<file path="src/fics_pkg.sv">
// Package: constants, register map and state encodings of the fast interrupt context swap
package fics_pkg;

    // ------------------------------------------------------------
    // Register map (byte addresses on the APB)
    // ------------------------------------------------------------
    localparam logic [7:0] ADDR_MODE = 8'h00;
    localparam logic [7:0] ADDR_PTR_HIGH = 8'h04;
    localparam logic [7:0] ADDR_PTR_LOW = 8'h08;
    localparam logic [7:0] ADDR_FLAGS = 8'h0c;
    localparam logic [7:0] ADDR_SHADOW = 8'h10;
    localparam logic [7:0] ADDR_STATUS = 8'h14;

    // ------------------------------------------------------------
    // Field positions
    // ------------------------------------------------------------
    localparam int MODE_GIE_BIT = 0;
    localparam int MODE_FEN_BIT = 1;
    localparam int MODE_SEL_LSB = 2;
    localparam int FLAGS_FSF_BIT = 1;

    // ------------------------------------------------------------
    // Reset values
    // ------------------------------------------------------------
    localparam logic [7:0] MODE_RESET = 8'h00;
    localparam logic [7:0] FLAGS_RESET = 8'h00;
    localparam logic [15:0] PTR_RESET = 16'h0000;
    localparam logic [15:0] PC_RESET = 16'h0100;
    localparam logic [7:0] SP_RESET = 8'hff;

    // ------------------------------------------------------------
    // Timing: cycles of each entry path
    // ------------------------------------------------------------
    localparam int FAST_CYCLES = 6;
    localparam int SLOW_CYCLES = 16;
    localparam logic [4:0] FAST_LAST = 5'(FAST_CYCLES - 1);
    localparam logic [4:0] SLOW_LAST = 5'(SLOW_CYCLES - 1);

    // ------------------------------------------------------------
    // Sequencer states
    // ------------------------------------------------------------
    typedef enum logic [2:0] {
        ST_IDLE = 3'b000,
        ST_FAST_IN = 3'b001,
        ST_SLOW_IN = 3'b010,
        ST_FAST_OUT = 3'b011,
        ST_SLOW_OUT = 3'b100
    } fics_state_t;

endpackage

</file>
<file path="src/fics_apb_decode.sv">
// APB slave decode: select strobes and read mux for the fast swap registers
`timescale 1ns/100ps
module fics_apb_decode (
    // APB request
    input wire logic psel,
    input wire logic penable,
    input wire logic pwrite,
    input wire logic [7:0] paddr,
    // Register contents
    input wire logic [7:0] modeVal,
    input wire logic [15:0] ptrVal,
    input wire logic [7:0] flagsVal,
    input wire logic [7:0] shadowVal,
    input wire logic [7:0] statusVal,
    // Decoded outputs
    output logic wrMode,
    output logic wrPtrHigh,
    output logic wrPtrLow,
    output logic wrFlags,
    output logic [31:0] rdData,
    output logic addrBad
);
    wire logic access = psel & penable;
    wire logic hitMode = (paddr == fics_pkg::ADDR_MODE);
    wire logic hitHigh = (paddr == fics_pkg::ADDR_PTR_HIGH);
    wire logic hitLow = (paddr == fics_pkg::ADDR_PTR_LOW);
    wire logic hitFlags = (paddr == fics_pkg::ADDR_FLAGS);
    wire logic hitShadow = (paddr == fics_pkg::ADDR_SHADOW);
    wire logic hitStatus = (paddr == fics_pkg::ADDR_STATUS);

    assign wrMode = access & pwrite & hitMode;
    assign wrPtrHigh = access & pwrite & hitHigh;
    assign wrPtrLow = access & pwrite & hitLow;
    assign wrFlags = access & pwrite & hitFlags;
    assign addrBad = ~(hitMode | hitHigh | hitLow | hitFlags | hitShadow | hitStatus);
    assign rdData = hitMode ? {24'h000000, modeVal} :
                    hitHigh ? {24'h000000, ptrVal[15:8]} :
                    hitLow ? {24'h000000, ptrVal[7:0]} :
                    hitFlags ? {24'h000000, flagsVal} :
                    hitShadow ? {24'h000000, shadowVal} :
                    hitStatus ? {24'h000000, statusVal} : 32'h00000000;
endmodule

</file>
<file path="src/fics_core.sv">
// Fast interrupt entry and return sequencer with its APB register file
//
// Function
// RL1 - Software loads pointer, then selection field, then sets fast enable.
// RL2 - Fast entry swaps program counter and service-address pointer.
// RL3 - Fast entry copies flags into the shadow flags register.
// RL4 - Fast entry sets the fast-service flag in the flags register.
// RL5 - Return with fast-service flag set swaps counter and pointer back.
// RL6 - Fast return restores flags from the shadow flags register.
// RL7 - Fast return clears the fast-service flag by itself.
// RL8 - Fast path works whatever clears the level's pending condition.
// RL9 - Only the fast enable bit turns the fast path on or off.
// RL10 - Global interrupt enable gates fast interrupts like ordinary ones.
// RL11 - Software should reload the pointer before the fast routine ends.
// RL12 - Fast entry takes 6 cycles, the stacked path 16 cycles.
// RL13 - Pointer is a high byte and a low byte register, 16 bits.
// RL14 - Fast-service flag set blocks interrupts and selects fast return.
// RL15 - Any level zero to seven may be selected for fast service.
// RL16 - Otherwise the ordinary stacked vectored entry is used.
//
// The address map and register access over APB were chosen for this implementation.
`timescale 1ns/100ps
module fics_core (
    // Clock and reset
    input wire logic ref_clk,
    input wire logic rst_b,
    // APB slave
    input wire logic psel,
    input wire logic penable,
    input wire logic pwrite,
    input wire logic [7:0] paddr,
    input wire logic [31:0] pwdata,
    output logic [31:0] prdata,
    output logic pready,
    output logic pslverr,
    // Interrupt request logic
    input wire logic irqValid,
    input wire logic [2:0] irqLevel,
    input wire logic [15:0] vectorAddr,
    output logic irqAck,
    // Program sequencer
    input wire logic irqReturn,
    input wire logic [15:0] pcIn,
    input wire logic pcLoad,
    output logic [15:0] programCounter,
    output logic stackPush,
    output logic stackPop,
    output logic [7:0] stackPtr,
    output logic busy
);
    // ------------------------------------------------------------
    // Registers
    // ------------------------------------------------------------
    logic [7:0] modeReg, modeNext;
    logic [7:0] pointerHighByteReg, pointerHighByteNext;
    logic [7:0] pointerLowByteReg, pointerLowByteNext;
    logic [7:0] flagsReg, flagsNext;
    logic [7:0] shadowReg, shadowNext;
    logic [15:0] pcReg, pcNext;
    logic [7:0] spReg, spNext;
    logic [15:0] savedPcReg, savedPcNext;
    logic [7:0] savedFlagsReg, savedFlagsNext;
    logic [4:0] cntReg, cntNext;
    fics_pkg::fics_state_t stateReg, stateNext;

    // ------------------------------------------------------------
    // Bus decode
    // ------------------------------------------------------------
    wire logic wrMode, wrPtrHigh, wrPtrLow, wrFlags, addrBad;
    wire logic [31:0] rdData;
    wire logic [15:0] servicePointer = {pointerHighByteReg, pointerLowByteReg};
    wire logic [7:0] statusVal = {5'h00, stateReg};

    fics_apb_decode uDecode (
        .psel(psel),
        .penable(penable),
        .pwrite(pwrite),
        .paddr(paddr),
        .modeVal(modeReg),
        .ptrVal(servicePointer),
        .flagsVal(flagsReg),
        .shadowVal(shadowReg),
        .statusVal(statusVal),
        .wrMode(wrMode),
        .wrPtrHigh(wrPtrHigh),
        .wrPtrLow(wrPtrLow),
        .wrFlags(wrFlags),
        .rdData(rdData),
        .addrBad(addrBad)
    );

    assign pready = 1'b1;
    assign pslverr = psel & penable & addrBad;
    assign prdata = rdData;

    // ------------------------------------------------------------
    // Take decision
    // ------------------------------------------------------------
    wire logic globalOn = modeReg[fics_pkg::MODE_GIE_BIT];
    wire logic fastOn = modeReg[fics_pkg::MODE_FEN_BIT];
    wire logic [2:0] fastLevel = modeReg[fics_pkg::MODE_SEL_LSB +: 3];
    wire logic fastFlag = flagsReg[fics_pkg::FLAGS_FSF_BIT];
    wire logic idle = (stateReg == fics_pkg::ST_IDLE);
    // Fast flag blocks all interrupts; global enable gates both paths
    wire logic takeIrq = idle & irqValid & globalOn & ~fastFlag; // see RL10 see RL14
    // Fast enable and level compare pick the path; pending type is not looked at
    wire logic useFast = fastOn & (irqLevel == fastLevel); // see RL9 see RL15 see RL8
    wire logic takeFast = takeIrq & useFast;
    wire logic takeSlow = takeIrq & ~useFast; // see RL16
    wire logic retFast = idle & irqReturn & fastFlag; // see RL14
    wire logic retSlow = idle & irqReturn & ~fastFlag;
    wire logic lastFast = (cntReg == fics_pkg::FAST_LAST);
    wire logic lastSlow = (cntReg == fics_pkg::SLOW_LAST);

    assign irqAck = takeIrq;
    assign busy = ~idle;
    assign programCounter = pcReg;
    assign stackPtr = spReg;
    assign stackPush = (stateReg == fics_pkg::ST_SLOW_IN) & (cntReg < 5'h03);
    assign stackPop = (stateReg == fics_pkg::ST_SLOW_OUT) & (cntReg < 5'h03);

    // ------------------------------------------------------------
    // Next state
    // ------------------------------------------------------------
    always_comb begin
        stateNext = stateReg;
        cntNext = idle ? 5'h00 : cntReg + 5'h01;
        pcNext = pcLoad & idle ? pcIn : pcReg;
        spNext = spReg;
        savedPcNext = savedPcReg;
        savedFlagsNext = savedFlagsReg;
        flagsNext = wrFlags ? pwdata[7:0] : flagsReg;
        shadowNext = shadowReg;
        pointerHighByteNext = wrPtrHigh ? pwdata[7:0] : pointerHighByteReg; // see RL13 see RL11
        pointerLowByteNext = wrPtrLow ? pwdata[7:0] : pointerLowByteReg; // see RL13
        modeNext = wrMode ? pwdata[7:0] : modeReg; // see RL1
        unique case (stateReg)
            fics_pkg::ST_IDLE: begin
                if (takeFast) begin
                    stateNext = fics_pkg::ST_FAST_IN;
                    pcNext = servicePointer; // see RL2
                    {pointerHighByteNext, pointerLowByteNext} = pcReg; // see RL2
                    shadowNext = flagsReg; // see RL3
                    flagsNext = flagsReg | (8'h01 << fics_pkg::FLAGS_FSF_BIT); // see RL4
                    modeNext[fics_pkg::MODE_GIE_BIT] = 1'b0;
                end else if (takeSlow) begin
                    stateNext = fics_pkg::ST_SLOW_IN;
                    savedPcNext = pcReg;
                    savedFlagsNext = flagsReg;
                    modeNext[fics_pkg::MODE_GIE_BIT] = 1'b0;
                end else if (retFast) begin
                    stateNext = fics_pkg::ST_FAST_OUT;
                    pcNext = servicePointer; // see RL5
                    {pointerHighByteNext, pointerLowByteNext} = pcReg; // see RL5
                    flagsNext = shadowReg & ~(8'h01 << fics_pkg::FLAGS_FSF_BIT); // see RL6 see RL7
                    modeNext[fics_pkg::MODE_GIE_BIT] = 1'b1;
                end else if (retSlow) begin
                    stateNext = fics_pkg::ST_SLOW_OUT;
                end
            end
            fics_pkg::ST_FAST_IN, fics_pkg::ST_FAST_OUT: begin
                if (lastFast) begin
                    stateNext = fics_pkg::ST_IDLE; // see RL12
                end
            end
            fics_pkg::ST_SLOW_IN: begin
                if (cntReg < 5'h03) begin
                    spNext = spReg - 8'h01;
                end
                if (lastSlow) begin
                    stateNext = fics_pkg::ST_IDLE; // see RL12
                    pcNext = vectorAddr;
                end
            end
            fics_pkg::ST_SLOW_OUT: begin
                if (cntReg < 5'h03) begin
                    spNext = spReg + 8'h01;
                end
                if (lastSlow) begin
                    stateNext = fics_pkg::ST_IDLE;
                    pcNext = savedPcReg;
                    flagsNext = savedFlagsReg;
                    modeNext[fics_pkg::MODE_GIE_BIT] = 1'b1;
                end
            end
            default: begin
                stateNext = fics_pkg::ST_IDLE;
            end
        endcase
    end

    // ------------------------------------------------------------
    // State registers
    // ------------------------------------------------------------
    always_ff @(posedge ref_clk) begin
        if (!rst_b) begin
            stateReg <= fics_pkg::ST_IDLE;
            cntReg <= 5'h00;
            modeReg <= fics_pkg::MODE_RESET;
            {pointerHighByteReg, pointerLowByteReg} <= fics_pkg::PTR_RESET;
            flagsReg <= fics_pkg::FLAGS_RESET;
            shadowReg <= fics_pkg::FLAGS_RESET;
            pcReg <= fics_pkg::PC_RESET;
            spReg <= fics_pkg::SP_RESET;
            savedPcReg <= fics_pkg::PC_RESET;
            savedFlagsReg <= fics_pkg::FLAGS_RESET;
        end else begin
            stateReg <= stateNext;
            cntReg <= cntNext;
            modeReg <= modeNext;
            pointerHighByteReg <= pointerHighByteNext;
            pointerLowByteReg <= pointerLowByteNext;
            flagsReg <= flagsNext;
            shadowReg <= shadowNext;
            pcReg <= pcNext;
            spReg <= spNext;
            savedPcReg <= savedPcNext;
            savedFlagsReg <= savedFlagsNext;
        end
    end
endmodule

</file>
<file path="config.mk">
export PLATFORM = sky130hd
export DESIGN_NAME = fics_core
export DESIGN_NICKNAME = d
export VERILOG_FILES = /design/src/fics_pkg.sv /design/src/fics_apb_decode.sv /design/src/fics_core.sv
export SDC_FILE = /design/constraint.sdc
export NUM_CORES = 1
export LEC_CHECK = 0
export BUFFER_PORTS_ARGS = -buffer_cell sky130_fd_sc_hd__buf_4
export CAP_MARGIN = 20
export CORE_ASPECT_RATIO = 1.4
export CORE_MARGIN = 8
export CORE_UTILIZATION = 40
export CTS_CLUSTER_DIAMETER = 50
export CTS_CLUSTER_SIZE = 14
export DETAILED_ROUTE_END_ITERATION = 12
export SLEW_MARGIN = 20
export SYNTH_ARGS = -nofsm -noshare
export SYNTH_HDL_FRONTEND = slang
export SYNTH_SLANG_ARGS = --single-unit
</file>
<file path="constraint.sdc">
create_clock -name ref_clk -period 6.5 [get_ports ref_clk]
set_input_delay 1.3 -clock ref_clk [delete_from_list [all_inputs] [get_ports ref_clk]]
set_output_delay 1.3 -clock ref_clk [all_outputs]
set_load 0.02 [all_outputs]
</file>
==> metrics.yaml <==
status: "finished, final reports clean"
worstPathRequired_ns: 5.20
critPathMaxStageDelay_ns: 0.55
nNetsFinal: 794
p_clk_share_pct: 41.6
antenna_left: 0
setup_viol: 0
routed_wirelength_um: 16980
syn_area_um2: 5215
path_class: "input port to primary output"
die_y_um: 151.1
cts_root_buf: "clkbuf_16"
instances_no_fill: 859
drcViolationCount: 0
ys_seq_area_share_pct: 36.85
diodes: 0
area_delta_synth_final_pct: 19.79
hold_path_class: "flop to flop"
worst_pin_slew_ns: 1.112
grt_pass1_wl_um: 26720
ir_worst_vdd_mv: 0.1710
combPwrFrac_pct: 16.9
slew_headroom_pct: 25.83
gp_congestion: 0.8315
p_seq_share_pct: 41.4
first_global_vias: 4980
wire_per_inst_um: 19.76
switching_share_pct: 27.37
fmax_ghz: 0.2266
synth_compound_area_share_pct: 21.47
die_area_um2: 17000
cts_resized: 0
drive_gt1_share_pct: 21.95
cts_setup_buffers: 0
synth-simple-area-share_pct: 16.72
core_area_um2: 12810
end_kind: "primary output"
synthMuxAreaShare_pct: 12.84
async_flop_share_pct: 0
synthXorXnorAreaFrac_pct: 1.679
overflow: 0
maxCapViolCount: 0
track_usage_pct: 19.68
min_to: "savedPcReg[12]"
path_delay_family: "simple AND/OR/NAND/NOR gates"
clk_latency_ns: 0.35
rr_endpoint: "programCounter[8]"
leakage_uw: 0.002553
report.final.hold_viol_count: 0
hold_depth: 2
ys_warn_count: 0
dp_hpwl_um: 12090
cts.sinks: 96
cp-start-kind: "input port"
period_share_pct: 67.88
synthAdderAreaFrac_pct: 2.543
synthCells: 631
h-tree-depth: 3
vias_per_cell: 5.740
p_sw_uw: 416.0
path_buf_inv: 2
fp.dieW_um: 112.5
dp_cells: 843
setup_tns_ns: 0
reg2reg_slack_ns: 3.62
cts-buffers-inserted: 9
cts_hold_buf: 0
crit_slowest_cell: "nor3_1"
synth_top_family_by_area: "compound AO/OA/AOI/OAI gates"
dr.pass1.iters: 7
cp_max_fo: 7
path_common_cell: "buf_4"
syn_area_per_cell_um2: 8.265
cp.arrival_ns: 3.11
clk_pin_slew_ns: 0.07
grt_antenna_before_repair: 0
rsz0062_at_grt: "false"
yosysUniqueCellTypes: 55
internal_power_uw: 1104
path_cells: "buf_4 > nor3_1 > nand2_1 > or2_2 > o22ai_1 > o21a_1 > buf_4"
final_util_pct: 48.75
fin_skew_ns: 0.01177
slew_viol_final: 0
ys.flop_type: "dfxtp_1"
synth_edf_count: 0
hp-start: "savedPcReg[12]"
ys_seq_elements: 96
layout_min_cycle_time_ns: 4.412
r2r_cells: 6
r2r_start: "stateReg[1]"
pin_count: 145
port_buffers: 95
ctsLongestPathBuffers: 2
row_count: 49
powerDensity_nw_per_um2: 243.3
grt_max_degree: 53
drtIter0Drc: 414
cts_tree: "yes"
num_vias: 4931
initial_core_util_pct: 40.70
-- worst max-delay path by stage --
| stage | startpoint | depth (start not counted) | end |
|---|---|---|---|
| 4_1_cts | paddr[1] | 7 | prdata[3] |
| 3_3_place_gp | paddr[1] | 7 | prdata[3] |
| 6_report | paddr[1] | 7 | prdata[3] |
| 2_1_floorplan | paddr[1] | 5 | prdata[3] |
| 5_1_grt | paddr[1] | 7 | prdata[3] |
| 3_5_place_dp | paddr[1] | 7 | prdata[3] |
-- metrics by stage --
stage / instance area, um^2 / total power (uW) / setup slack [ns] / hold slack [ns]
after floorplan: 5301 / 813.5 / 2.547 / 0.4360
after global placement: 5892 / 897.8 / 2.155 / 0.4415
after detailed placement: 5894 / 901.3 / 2.102 / 0.4469
after CTS: 6247 / 1526 / 2.111 / 0.4566
after global routing: 6247 / 1573 / 1.982 / 0.4728
final: 6247 / 1520 / 2.088 / 0.4562
-- power by group through the flow --
stage	clock, uW	combinational (uW)	sequential [uW]
finish	633	257	630
global route	661	279	633
CTS	638	259	630
detailed placement	0	258	643
global placement	0	255	643
floorplan	0	159	654
-- synthesized netlist by cell type, types with 2 or more instances --
library cell / count / area (um^2)
o21a_1: 3 / 22.52
clkbuf_1: 34 / 127.6
and2_1: 3 / 18.77
a21o_1: 2 / 15.01
a22o_1: 5 / 43.79
buf_2: 2 / 10.01
nand3_1: 34 / 170.2
a22oi_1: 24 / 180.2
a2bb2oi_1: 2 / 17.52
nor2b_1: 3 / 18.77
nand4_1: 2 / 12.51
conb_1: 2 / 7.510
dfxtp_1: 96 / 1922
inv_1: 7 / 26.28
mux2i_1: 32 / 320.3
o211ai_1: 4 / 30.03
nor3_1: 3 / 15.01
o311ai_0: 2 / 17.52
buf_4: 25 / 187.7
o22ai_1: 19 / 118.9
nor2_1: 51 / 191.4
clkinv_1: 2 / 7.510
a31oi_1: 10 / 62.56
a21oi_1: 62 / 310.3
a211oi_1: 13 / 97.59
o21bai_1: 2 / 15.01
xor2_1: 5 / 43.79
xnor2_1: 5 / 43.79
o22a_1: 3 / 26.28
mux2_2: 31 / 349.1
buf_6: 3 / 33.78
buf_1: 2 / 7.510
o21ai_0: 16 / 80.08
and3_1: 6 / 37.54
nand2_1: 87 / 326.6
o21ai_1: 2 / 10.01
ha_1: 9 / 112.6
-- routing by layer --
layer	part of all wire (%)	GRT usage [%]	vias up
met5	0	0	-
met4	2.4	8.192	0
met3	6.7	4.469	27
met2	48	34.13	186
met1	43	22.98	2361
li1	-	-	2357
-- worst min-delay path, cell delays in order, from the launching register on --
cell,delay [ns]
dfxtp_1,0.31
nand2_1,0.05
a21oi_1,0.05
-- state kept, by name, indices dropped and copies added (netlist names) --
name	flops
programCounter	16
savedPcReg	16
flagsReg	8
modeReg	8
pointerHighByteReg	8
pointerLowByteReg	8
savedFlagsReg	8
shadowReg	8
stackPtr	8
cntReg	5
stateReg	3
-- final cells by class --
type	instances	area [um^2]
fillers	1249	6566
repair buffers	102	765.7
inverters	10	37.54
clock buffers	10	239.0
flip-flops and latches	96	1922
well taps	153	191.4
clock inverters	6	113.9
multi-input cells	482	2978
-- layout by cell type, fill, tap and decap left out, types with 6 or more instances in the layout --
master,Yosys,layout
nor2_1,51,51
ha_1,9,9
mux2i_1,32,32
conb_1,2,25
o21ai_0,16,16
a22oi_1,24,24
a21oi_1,62,62
dfxtp_1,96,96
and3_1,6,6
o22ai_1,19,19
inv_1,7,7
nand2_1,87,87
mux2_2,31,31
nand3_1,34,34
a31oi_1,10,10
a211oi_1,13,13
clkbuf_16,0,9
buf_4,25,102
-- kinds of logic (layout without fill, tap and decap cells) --
group / count (synthesis) / in the layout
DFF: 96 / 96
adders and majority gates: 10 / 10
and+or+nand+nor: 199 / 199
AOI/OAI and AO/OA: 175 / 175
muxes: 63 / 63
buffers and inverters: 76 / 128
other: 2 / 25
xor gates and xnor gates: 10 / 10
No activity file was read; power rests on OpenSTA's default activity.
